$ cat src/inc/pfl_pkg.sv
// Package: register map, entry field layout and timing constants
package pfl_pkg;
  // ****************************************************
  // Register word indices (word index = printed offset)
  // ****************************************************
  localparam logic [19:0] PORT_A_LOW_IDX  = 20'h78c00;
  localparam logic [19:0] PORT_A_MID_IDX  = 20'h78c01;
  localparam logic [19:0] PORT_A_HIGH_IDX = 20'h78c02;
  localparam logic [19:0] PORT_B_LOW_IDX  = 20'h78c03;
  localparam logic [19:0] PORT_B_MID_IDX  = 20'h78c04;
  localparam logic [19:0] PORT_B_HIGH_IDX = 20'h78c05;
  localparam logic [19:0] CONTROL_IDX     = 20'h78c07;
  // Own registers for the conversion entry and results
  localparam logic [19:0] ENTRY_ADDR_IDX  = 20'h78c10;
  localparam logic [19:0] ENTRY_WIDTH_IDX = 20'h78c11;
  localparam logic [19:0] ENTRY_LIMIT_IDX = 20'h78c12;
  localparam logic [19:0] ABS_SRC_IDX     = 20'h78c13;
  localparam logic [19:0] ABS_FMT_IDX     = 20'h78c14;
  localparam logic [19:0] ABS_CMD_IDX     = 20'h78c15;
  localparam logic [19:0] POSITION_IDX    = 20'h78c16;
  localparam logic [19:0] ABS_POS_IDX     = 20'h78c17;
  localparam logic [19:0] STATION_ONE_IDX = 20'h78c18;
  localparam logic [19:0] STATION_TWO_IDX = 20'h78c19;
  localparam logic [19:0] STATUS_IDX      = 20'h78c1a;
  // ****************************************************
  // Control word bank selection
  // ****************************************************
  localparam logic [1:0] BANK_GRAY  = 2'h2;
  localparam logic [1:0] BANK_LATCH = 2'h3;
  localparam logic [7:0] CONTROL_RESET = 8'h3f;
  localparam logic [7:0] STATION_LATCHED = 8'hc0;
  // ****************************************************
  // Entry field layout
  // ****************************************************
  localparam int MODE_BIT     = 19;
  localparam int METHOD_LSB   = 20;
  localparam int WIDTH_LSB    = 12;
  localparam int LANE_LSB     = 8;
  localparam int FRACTION_BITS = 5;
  localparam logic [3:0] METHOD_PLAIN    = 4'h2;
  localparam logic [3:0] METHOD_FILTER   = 4'h3;
  localparam logic [3:0] METHOD_FILTER_X = 4'h7;
  localparam logic [7:0] WIDTH_ONE_BYTE  = 8'h08;
  localparam logic [7:0] WIDTH_TWO_BYTE  = 8'h10;
  localparam logic [7:0] WIDTH_MAX       = 8'h18;
  localparam logic [3:0] ABS_FMT_DIGIT   = 4'h4;
  localparam int ABS_FMT_ZERO_BIT = 22;
  // ****************************************************
  // Timing
  // ****************************************************
  localparam int CLK_MHZ      = 100;
  localparam int READ_DELAY_US = 2;
  localparam int READ_DELAY_CYC = READ_DELAY_US * CLK_MHZ;
endpackage

$ cat src/rtl/pfl_input_byte.sv
// One input byte with Gray decode and strobe latch
`timescale 1ns/10ps
module pfl_input_byte (
  input  wire logic       CLK_I,
  input  wire logic       SYS_RST_I,
  input  wire logic [7:0] PIN_I,
  input  wire logic [7:0] GRAY_MASK_I,
  input  wire logic [7:0] LATCH_MASK_I,
  input  wire logic       STROBE_I,
  output logic      [7:0] DATA_O
);
  logic [7:0] held;
  logic [7:0] gray_bin;

  // Gray to binary across all eight bits, mask applied below
  always_comb begin
    gray_bin[7] = PIN_I[7];
    for (int i = 6; i >= 0; i--) begin
      gray_bin[i] = gray_bin[i+1] ^ PIN_I[i];
    end
  end

  // Held value changes only on strobe
  always_ff @(posedge CLK_I) begin
    if (SYS_RST_I) begin
      held <= 8'h00;
    end else if (STROBE_I) begin
      held <= (gray_bin & GRAY_MASK_I) | (PIN_I & ~GRAY_MASK_I); // see RL20
    end
  end

  // Latched bits show held, others live
  always_ff @(posedge CLK_I) begin
    if (SYS_RST_I) begin
      DATA_O <= 8'h00;
    end else begin
      DATA_O <= (held & LATCH_MASK_I) |
                (((gray_bin & GRAY_MASK_I) | (PIN_I & ~GRAY_MASK_I)) & ~LATCH_MASK_I); // see RL13
    end
  end
endmodule

$ cat src/rtl/parallel_feedback_latch_reader.sv
// Parallel feedback reader: input board, conversion entry, absolute read
// What this block does
// RL1: method 2 unfiltered, 3 filtered
// RL2: width digits 01 to 18 hex
// RL3: one, two or three bytes by width
// RL4: lane digit picks source byte lane
// RL5: LSB position 0 to 7 in base
// RL6: method 3 or 7 limits change
// RL7: absolute read at reset and request
// RL8: absolute format low byte, bit22 zero
// RL9: sample 2 us after servo fall
// RL10: fault inputs abort latch, polarity selectable
// RL11: control bits 7:6 select setup banks
// RL12: bank 2 bits choose Gray decoding
// RL13: bank 3 bits choose latching
// RL14: controller restores control word 3F
// RL15: station latches inputs on phase clock
// RL16: station words: C0 latched per ASIC
// RL17: bit 19 selects five fraction bits
// RL18: bits 0-18 give base address
// RL19: assemble bytes low first, then trim
// RL20: latched byte changes only on strobe
//
// The implementer's own choice: the AHB-Lite interface to the registers.
`timescale 1ns/10ps
module parallel_feedback_latch_reader (
  input  wire logic        CLK_I,
  input  wire logic        SYS_RST_I,
  input  wire logic        HSEL_I,
  input  wire logic [31:0] HADDR_I,
  input  wire logic [1:0]  HTRANS_I,
  input  wire logic        HWRITE_I,
  input  wire logic [2:0]  HSIZE_I,
  input  wire logic [31:0] HWDATA_I,
  input  wire logic        HREADY_I,
  output logic      [31:0] HRDATA_O,
  output logic             HREADYOUT_O,
  output logic             HRESP_O,
  input  wire logic [47:0] FEEDBACK_PINS_I,
  input  wire logic        SERVO_CLK_I,
  input  wire logic        PHASE_CLK_I,
  input  wire logic        STATION_MODE_I,
  input  wire logic        FEEDBACK_FAULT_IN_FIRST_N_I,
  input  wire logic        FEEDBACK_FAULT_IN_SECOND_N_I,
  input  wire logic        FAULT_POLARITY_JUMPER_FIRST_I,
  input  wire logic        FAULT_POLARITY_JUMPER_SECOND_I,
  output logic      [23:0] MOTOR_POSITION_O,
  output logic             POSITION_VALID_O
);
  import pfl_pkg::*;

  typedef enum logic [3:0] {
    ST_IDLE  = 4'b0001,
    ST_WAIT  = 4'b0010,
    ST_FETCH = 4'b0100,
    ST_DONE  = 4'b1000
  } conv_state_t;

  conv_state_t state;
  logic [7:0]  control;
  logic [47:0] gray_mask;
  logic [47:0] latch_mask;
  logic [47:0] station_one;
  logic [47:0] station_two;
  logic [23:0] entry_addr;
  logic [23:0] entry_width;
  logic [23:0] entry_limit;
  logic [23:0] abs_src;
  logic [23:0] abs_fmt;
  logic [23:0] abs_pos;
  logic        abs_pending;
  logic        abs_cycle;
  logic [47:0] in_bytes;
  logic        servo_d;
  logic        phase_d;
  logic        strobe;
  logic [15:0] delay_cnt;
  logic [1:0]  fetch_idx;
  logic [23:0] gathered;
  logic [23:0] last_pos;
  logic        first_done;
  logic        addr_ph;
  logic        wr_ph;
  logic [19:0] idx_ph;
  logic [23:0] next_raw;
  logic [23:0] next_pos;

  // ****************************************************
  // Helpers
  // ****************************************************
  // Byte at a board index, zero past the sixth byte
  function automatic logic [7:0] board_byte(input logic [47:0] src, input logic [19:0] idx);
    logic [2:0] k;
    k = idx[2:0];
    board_byte = (k < 3'd6) ? src[k*8 +: 8] : 8'h00;
  endfunction

  // Bytes needed for a width
  function automatic logic [1:0] byte_count(input logic [7:0] w);
    if (w <= WIDTH_ONE_BYTE) byte_count = 2'd1;        // see RL3
    else if (w <= WIDTH_TWO_BYTE) byte_count = 2'd2;
    else byte_count = 2'd3;
  endfunction

  // ****************************************************
  // Input bytes
  // ****************************************************
  // Fault asserted per polarity jumper aborts strobe
  logic fault_first;
  logic fault_second;
  assign fault_first  = FEEDBACK_FAULT_IN_FIRST_N_I ^ FAULT_POLARITY_JUMPER_FIRST_I; // see RL10
  assign fault_second = FEEDBACK_FAULT_IN_SECOND_N_I ^ FAULT_POLARITY_JUMPER_SECOND_I;

  // Latch strobe: servo falling edge, or phase clock rising on station
  always_ff @(posedge CLK_I) begin
    if (SYS_RST_I) begin
      servo_d <= 1'b0;
      phase_d <= 1'b0;
    end else begin
      servo_d <= SERVO_CLK_I;
      phase_d <= PHASE_CLK_I;
    end
  end
  assign strobe = STATION_MODE_I ? (PHASE_CLK_I & ~phase_d) // see RL15
                                 : (servo_d & ~SERVO_CLK_I);

  // Effective latch mask: station words or bank 3
  logic [47:0] eff_latch;
  always_comb begin
    eff_latch = latch_mask;
    if (STATION_MODE_I) begin
      // First ASIC digit pair (bits 31:24) of each station word, C0 latches all
      eff_latch[23:0]  = (station_one[31:24] == STATION_LATCHED) ? 24'hffffff : 24'h000000; // see RL16
      eff_latch[47:24] = (station_two[31:24] == STATION_LATCHED) ? 24'hffffff : 24'h000000;
    end
  end

  for (genvar b = 0; b < 6; b++) begin : g_byte
    pfl_input_byte u_byte (
      .CLK_I        (CLK_I),
      .SYS_RST_I    (SYS_RST_I),
      .PIN_I        (FEEDBACK_PINS_I[b*8 +: 8]),
      .GRAY_MASK_I  (gray_mask[b*8 +: 8]),
      .LATCH_MASK_I (eff_latch[b*8 +: 8]),
      .STROBE_I     (strobe & ~((b < 3) ? fault_first : fault_second)), // see RL10
      .DATA_O       (in_bytes[b*8 +: 8])
    );
  end

  // ****************************************************
  // AHB-Lite slave
  // ****************************************************
  // Address phase capture
  always_ff @(posedge CLK_I) begin
    if (SYS_RST_I) begin
      addr_ph <= 1'b0;
      wr_ph   <= 1'b0;
      idx_ph  <= 20'h00000;
    end else if (HREADY_I) begin
      addr_ph <= HSEL_I & HTRANS_I[1];
      wr_ph   <= HWRITE_I;
      idx_ph  <= HADDR_I[21:2];
    end
  end

  // Register writes in the data phase
  always_ff @(posedge CLK_I) begin
    if (SYS_RST_I) begin
      control     <= CONTROL_RESET;
      gray_mask   <= 48'h0;
      latch_mask  <= 48'h0;
      entry_addr  <= 24'hf78c00;
      entry_width <= 24'h218000;
      entry_limit <= 24'h000000;
      abs_src     <= 24'h078c00;
      abs_fmt     <= 24'h018004;
      station_one <= 48'h0;
      station_two <= 48'h0;
    end else if (addr_ph && wr_ph) begin
      if (idx_ph >= PORT_A_LOW_IDX && idx_ph <= PORT_B_HIGH_IDX) begin
        // Byte lane writes land in the selected bank
        if (control[7:6] == BANK_GRAY) begin
          gray_mask[idx_ph[2:0]*8 +: 8] <= HWDATA_I[7:0]; // see RL11, RL12
        end else if (control[7:6] == BANK_LATCH) begin
          latch_mask[idx_ph[2:0]*8 +: 8] <= HWDATA_I[7:0]; // see RL11, RL13
        end
      end else if (idx_ph == CONTROL_IDX) begin
        control <= HWDATA_I[7:0]; // see RL14
      end else if (idx_ph == ENTRY_ADDR_IDX) begin
        entry_addr <= HWDATA_I[23:0];
      end else if (idx_ph == ENTRY_WIDTH_IDX) begin
        entry_width <= HWDATA_I[23:0];
      end else if (idx_ph == ENTRY_LIMIT_IDX) begin
        entry_limit <= HWDATA_I[23:0];
      end else if (idx_ph == ABS_SRC_IDX) begin
        abs_src <= HWDATA_I[23:0];
      end else if (idx_ph == ABS_FMT_IDX) begin
        abs_fmt <= HWDATA_I[23:0];
      end else if (idx_ph == STATION_ONE_IDX) begin
        station_one[31:0] <= HWDATA_I;
      end else if (idx_ph == STATION_TWO_IDX) begin
        station_two[31:0] <= HWDATA_I;
      end
    end
  end

  // Read data registered in address phase
  always_ff @(posedge CLK_I) begin
    if (SYS_RST_I) begin
      HRDATA_O <= 32'h0;
    end else if (HREADY_I && HSEL_I && HTRANS_I[1] && !HWRITE_I) begin
      if (HADDR_I[21:2] >= PORT_A_LOW_IDX && HADDR_I[21:2] <= PORT_B_HIGH_IDX) begin
        HRDATA_O <= {24'h0, board_byte(in_bytes, HADDR_I[21:2])};
      end else if (HADDR_I[21:2] == CONTROL_IDX) begin
        HRDATA_O <= {24'h0, control};
      end else if (HADDR_I[21:2] == ENTRY_ADDR_IDX) begin
        HRDATA_O <= {8'h0, entry_addr};
      end else if (HADDR_I[21:2] == ENTRY_WIDTH_IDX) begin
        HRDATA_O <= {8'h0, entry_width};
      end else if (HADDR_I[21:2] == ENTRY_LIMIT_IDX) begin
        HRDATA_O <= {8'h0, entry_limit};
      end else if (HADDR_I[21:2] == ABS_SRC_IDX) begin
        HRDATA_O <= {8'h0, abs_src};
      end else if (HADDR_I[21:2] == ABS_FMT_IDX) begin
        HRDATA_O <= {8'h0, abs_fmt};
      end else if (HADDR_I[21:2] == POSITION_IDX) begin
        HRDATA_O <= {8'h0, MOTOR_POSITION_O};
      end else if (HADDR_I[21:2] == ABS_POS_IDX) begin
        HRDATA_O <= {8'h0, abs_pos};
      end else if (HADDR_I[21:2] == STATION_ONE_IDX) begin
        HRDATA_O <= station_one[31:0];
      end else if (HADDR_I[21:2] == STATION_TWO_IDX) begin
        HRDATA_O <= station_two[31:0];
      end else if (HADDR_I[21:2] == STATUS_IDX) begin
        HRDATA_O <= {26'h0, state, abs_pending, POSITION_VALID_O};
      end else begin
        HRDATA_O <= 32'h0;
      end
    end
  end

  // Always ready, always OKAY
  always_ff @(posedge CLK_I) begin
    if (SYS_RST_I) begin
      HREADYOUT_O <= 1'b1;
      HRESP_O     <= 1'b0;
    end else begin
      HREADYOUT_O <= 1'b1;
      HRESP_O     <= 1'b0;
    end
  end

  // ****************************************************
  // Conversion sequence
  // ****************************************************
  // Absolute request pending; set at reset and by command, set wins
  always_ff @(posedge CLK_I) begin
    if (SYS_RST_I) begin
      abs_pending <= 1'b1; // see RL7
    end else if (addr_ph && wr_ph && idx_ph == ABS_CMD_IDX && HWDATA_I[0]) begin
      abs_pending <= 1'b1;
    end else if (state == ST_IDLE && servo_d && !SERVO_CLK_I) begin
      abs_pending <= 1'b0;
    end
  end

  // Raw word trimmed to width above LSB position
  logic [7:0] width_f;
  logic [2:0] lsb_f;
  logic [3:0] lane_f;
  assign width_f = entry_width[WIDTH_LSB +: 8]; // see RL2
  assign lane_f  = entry_width[LANE_LSB +: 4];  // see RL4
  assign lsb_f   = entry_width[2:0];            // see RL5
  always_comb begin
    logic [23:0] mask;
    mask = 24'h0;
    next_raw = gathered >> lsb_f;   // see RL19
    for (int i = 0; i < 24; i++) begin
      mask[i] = (8'(i) < width_f);
    end
    next_raw = next_raw & mask;
  end

  // Shift and optional change limit
  always_comb begin
    logic [23:0] shifted;
    logic [23:0] delta;
    logic [3:0]  meth;
    meth = abs_cycle ? METHOD_PLAIN : entry_width[METHOD_LSB +: 4];
    shifted = (entry_addr[MODE_BIT] || abs_cycle) ? next_raw
                                                  : 24'(next_raw << FRACTION_BITS); // see RL17
    delta = shifted - last_pos;
    next_pos = shifted;
    if (first_done && (meth == METHOD_FILTER || meth == METHOD_FILTER_X)) begin // see RL1, RL6
      if (!delta[23] && delta > entry_limit) begin
        next_pos = last_pos + entry_limit;
      end else if (delta[23] && (24'h0 - delta) > entry_limit) begin
        next_pos = last_pos - entry_limit;
      end
    end
  end

  // Sequencer: wait after servo fall, fetch bytes, publish
  always_ff @(posedge CLK_I) begin
    if (SYS_RST_I) begin
      state     <= ST_IDLE;
      delay_cnt <= 16'h0;
      fetch_idx <= 2'd0;
      gathered  <= 24'h0;
      abs_cycle <= 1'b0;
    end else begin
      case (state)
        ST_IDLE: begin
          if (servo_d && !SERVO_CLK_I) begin
            state     <= ST_WAIT;
            delay_cnt <= 16'(READ_DELAY_CYC - 1); // see RL9
            abs_cycle <= abs_pending;
          end
        end
        ST_WAIT: begin
          if (delay_cnt == 16'h0) begin
            state     <= ST_FETCH;
            fetch_idx <= 2'd0;
            gathered  <= 24'h0;
          end else begin
            delay_cnt <= delay_cnt - 16'h1;
          end
        end
        ST_FETCH: begin
          // Byte lane of each word, low address first
          gathered[fetch_idx*8 +: 8] <= abs_cycle
              ? board_byte(in_bytes, abs_src[19:0] + 20'(fetch_idx))        // see RL8
              : board_byte(in_bytes, entry_addr[18:0] + 20'(fetch_idx))     // see RL18
                & {8{lane_f == 4'h0}}; // Board data sits in lane 0, see RL4
          if (fetch_idx + 2'd1 >= (abs_cycle ? 2'd3 : byte_count(width_f))) begin
            state <= ST_DONE;
          end else begin
            fetch_idx <= fetch_idx + 2'd1;
          end
        end
        ST_DONE: begin
          state <= ST_IDLE;
        end
        default: begin
          state <= ST_IDLE;
        end
      endcase
    end
  end

  // Publish position
  always_ff @(posedge CLK_I) begin
    if (SYS_RST_I) begin
      MOTOR_POSITION_O <= 24'h0;
      POSITION_VALID_O <= 1'b0;
      last_pos         <= 24'h0;
      first_done       <= 1'b0;
      abs_pos          <= 24'h0;
    end else begin
      POSITION_VALID_O <= 1'b0;
      if (state == ST_DONE) begin
        if (abs_cycle) begin
          // Low byte format only: bit 22 zero, last digit 4
          if (!abs_fmt[ABS_FMT_ZERO_BIT] && abs_fmt[3:0] == ABS_FMT_DIGIT) begin // see RL8
            abs_pos    <= next_raw;
            last_pos   <= entry_addr[MODE_BIT] ? next_raw : 24'(next_raw << FRACTION_BITS);
            first_done <= 1'b1;
          end
        end else begin
          MOTOR_POSITION_O <= next_pos;
          POSITION_VALID_O <= 1'b1;
          last_pos         <= next_pos;
          first_done       <= 1'b1;
        end
      end
    end
  end
endmodule

$ cat config.mk
export PLATFORM = sky130hd
export DESIGN_NAME = parallel_feedback_latch_reader
export DESIGN_NICKNAME = d
export VERILOG_FILES = /design/src/inc/pfl_pkg.sv /design/src/rtl/pfl_input_byte.sv /design/src/rtl/parallel_feedback_latch_reader.sv
export SDC_FILE = /design/constraint.sdc
export NUM_CORES = 2
export LEC_CHECK = 0
export BUFFER_PORTS_ARGS = -buffer_cell sky130_fd_sc_hd__buf_2
export CAP_MARGIN = 20
export CORE_UTILIZATION = 56
export DETAILED_ROUTE_END_ITERATION = 10
export HOLD_SLACK_MARGIN = 0.15
export PLACE_DENSITY = 0.77
export SYNTH_ARGS = -nofsm -noshare
export SYNTH_HDL_FRONTEND = slang
export SYNTH_SLANG_ARGS = --single-unit
$ cat constraint.sdc
create_clock -name CLK_I -period 7.9 [get_ports CLK_I]
set_input_delay 0 -clock CLK_I [delete_from_list [all_inputs] [get_ports CLK_I]]
set_output_delay 0 -clock CLK_I [all_outputs]
set_load 0.02 [all_outputs]
==> flow_summary_export.csv <==
group,metric,value,unit
global_route,grt_pass1_wl,182.1,mm
clock_network,cts-root-buf,"clkbuf_16",
power,max-vdd-ir-drop,0.0002127,V
global_route,grt_max_degree,195,
synth,synth_fp_nets,4320,
cells_and_area,fin_area,0.03716,mm2
die,core-area,0.05531,mm2
clock_network,htree_levels,2,
global_route,grt_use_total,41.48,%
place,place_area,0.03320,mm2
power,p_total,6.202,mW
hold_path,whs_path_depth,3,
detailed_routing,num_vias,32220,
timing,maxSlewViolCount,0,
cells_and_area,nFillCells,4502,
cells_and_area,drive_gt1_share,10.94,%
setup_path,critPathCaptureType,"flop",
setup_path,crit_arrival,8.07,ns
setup_path,start_kind,"flop",
global_route,grt_pass1_vias,31100,
setup_path,slowest_delay,0.56,ns
synth,yosysSeqAreaShare,35.33,%
power,p_leak,14.39,nW
global_route,antenna_found_initial,5,
timing,fin_crit,7.590,ns
cells_and_area,multi_input_area,0.01888,mm2
timing,fmaxAchievable,131.8,MHz
cells_and_area,layout.area.seq,0.01113,mm2
timing,hold_viol,0,
synth,synth_area,0.03150,mm2
detailed_routing,wl_per_cell,23.40,um
detailed_routing,vias_per_cell,6.294,
die,die_w,239.2,um
cells_and_area,area_growth,17.97,%
setup_path,crit_fanout,9,
clock_network,cts_inserted_buffers,55,
die,ios,188,
synth,avgSynthCellArea,7.771,um2
setup_path,criticalPathCategory,"reg2reg",
flow_run,maxCapViolations,0,
die,rows,86,
timing,tns,0,ns
synth,yosysWarnings,0,
die,dieArea,0.05721,mm2
synth,synth_top_cell_area_share,35.33,%
setup_path,worstRegToRegCells,30,
place,io_buffers,169,
status,status,"finished, final reports clean",
synth,synth_top_cell_by_area,"dfxtp_1",
setup_path,worstPathRequired,8.38,ns
place,dp_hpwl,81.06,mm
place,gp_routability_congestion,1.026,
timing,relSlewSlack,20.71,%
detailed_routing,dr.pass1.iters,7,
timing,fin_crit_sh,96.08,%
detailed_routing,first_iter_violations,4094,
synth,synth_seq_cells,556,
cells_and_area,fin_nets,4592,
timing,skew,0.02917,ns
global_route,grt_overflow,0,
timing,rsz0062_at_grt,"no",
synth,postSynthCellCount,4054,
clock_network,clk_pin_slew,0.06,ns
synth,yosysMostFrequentCell,"nand2_1",
die,die_y,239.2,um
hold_path,hp-class,"in2reg",
synth,synth.distinct_cells,99,
synth,synthTopCellsByCount,"nand2_1, dfxtp_1, a21oi_1",
clock_network,cts.path.max_buffers,3,
detailed_routing,drt-total-wl,119.8,mm
clock_network,worstSkewPairLatency,0.65,ns
setup_path,slowest_stage,"or4_1",
synth,ys.flop_type,"dfxtp_1",
timing,setup_viol,0,
synth,synth_edf_count,0,
synth,async_reset_ff_share,0,%
synth,synth_top_cells_by_area,"dfxtp_1, nand2_1, mux2i_1",
clock_network,cts_tree,"done",
detailed_routing,post-route-drc-count,0,
detailed_routing,ant_nets,0,
die,start_util,56.96,%
setup_path,r2r_slack,0.31,ns
power,p_per_area,166.9,mW/mm2
clock_network,clock_sinks,556,
timing,worstMarginPinSlew,1.178,ns
## worst max-delay path, delay by kind of cell (launching register included)
kind,cells,cell delay [ns]
simple gates,13,3.52
compound gates,10,2.20
fa+ha+maj,3,0.85
buf+inv,3,0.40
flops,1,0.33
xor+xnor,1,0.10
## repair_timing
item / 4_1_cts / 5_1_grt
setup buffers: 0 / 1
hold buffers: 190 / 0
setup endpoints to repair: 0 / 44
hold endpoints to repair: 420 / 0
gates resized for setup: 0 / 24
## report_power, final
group	internal (mW)	total [mW]	switching (mW)
combinational	0.191	0.503	0.312
sequential	2.84	2.88	0.0345
clock	1.63	2.82	1.20
total	4.66	6.20	1.54
## logic make-up (layout without fill, tap and decap cells)
kind of cell / count (synthesis) / in the layout / share of synthesized area, %
AND/OR/NAND/NOR: 1475 / 1475 / 20.27
AO/OA/AOI/OAI: 1056 / 1056 / 20.60
flip-flops: 556 / 556 / 35.33
buffers and inverters: 420 / 736 / 5.127
multiplexers: 272 / 272 / 9.274
adder cells (fa/ha/maj): 137 / 137 / 5.560
XOR/XNOR: 136 / 136 / 3.805
other: 2 / 3 / 0.02384
## cell type report
type	count	area share (%)
Sequential cell	556	29.96
Timing Repair Buffer	471	9.834
Multi-Input combinational cell	3078	50.80
Tap cell	748	2.518
Antenna cell	1	0.006733
Clock buffer	81	4.478
Inverter	164	1.656
Clock inverter	20	0.7440
## layout by cell type, fill, tap and decap left out, types with 14 or more instances in the layout
cell	instances
inv_1	162
xnor2_1	77
a31oi_1	18
a21o_1	23
buf_2	167
nor3_1	63
buf_4	106
and2_1	38
xor2_1	58
o211ai_1	24
nor2_1	385
dlygate4sd3_1	190
ha_1	132
or3_1	19
a211oi_1	33
o22ai_1	28
mux2_2	22
o21bai_1	14
a22oi_1	50
nor2b_1	16
a21oi_1	463
and3_1	14
o21ai_0	213
clkbuf_8	19
nor4_1	20
nand3_1	53
nand2b_1	29
nand2_1	742
a222oi_1	19
mux2i_1	235
clkbuf_16	55
nand4_1	20
dfxtp_1	553
a221oi_1	32
## flip-flops by register name, summed over array words and instances, names as in the netlist, 4 cells and up
signal	count
HRDATA_O	32
MOTOR_POSITION_O	24
abs_fmt	24
abs_pos	24
abs_src	24
control	8
delay_cnt	16
entry_addr	24
entry_limit	24
entry_width	24
g_byte.u_byte.DATA_O	48
g_byte.u_byte.held	48
gathered	24
gray_mask	42
idx_ph	20
last_pos	24
latch_mask	48
state	4
station_one	32
station_two	32
## metal layers
metal	GRT usage, %	up-vias	wire (um)
li1	-	14690	-
met1	49.02	14940	44180
met2	64.76	1983	52040
met3	8.828	601	11920
met4	34.36	6	11600
met5	0	-	38
## path summary, 6_finish.rpt
kind | end | from
max | MOTOR_POSITION_O[16]$_SDFFE_PP0P_ | entry_width[17]$_SDFFE_PP0P_
min | phase_d$_SDFF_PP0_ | PHASE_CLK_I
max reg2reg | MOTOR_POSITION_O[16]$_SDFFE_PP0P_ | entry_width[17]$_SDFFE_PP0P_
min reg2reg | station_one[3]$_SDFFE_PP0P_ | station_one[3]$_SDFFE_PP0P_
## metrics by stage
stage	hold slack (ns)	instances	worst slack, ns	utilization, %
3_5_place_dp	0.2569	4823	0.1090	60.03
6_report	0.1583	5119	0.3100	67.20
5_1_grt	0.1781	5118	0.0003357	67.19
3_3_place_gp	0.2478	4822	0.1896	60.00
2_1_floorplan	0.1242	4054	0.5094	-
4_1_cts	0.1586	5114	0.05215	66.98
No activity file was read; power rests on OpenSTA's default activity.
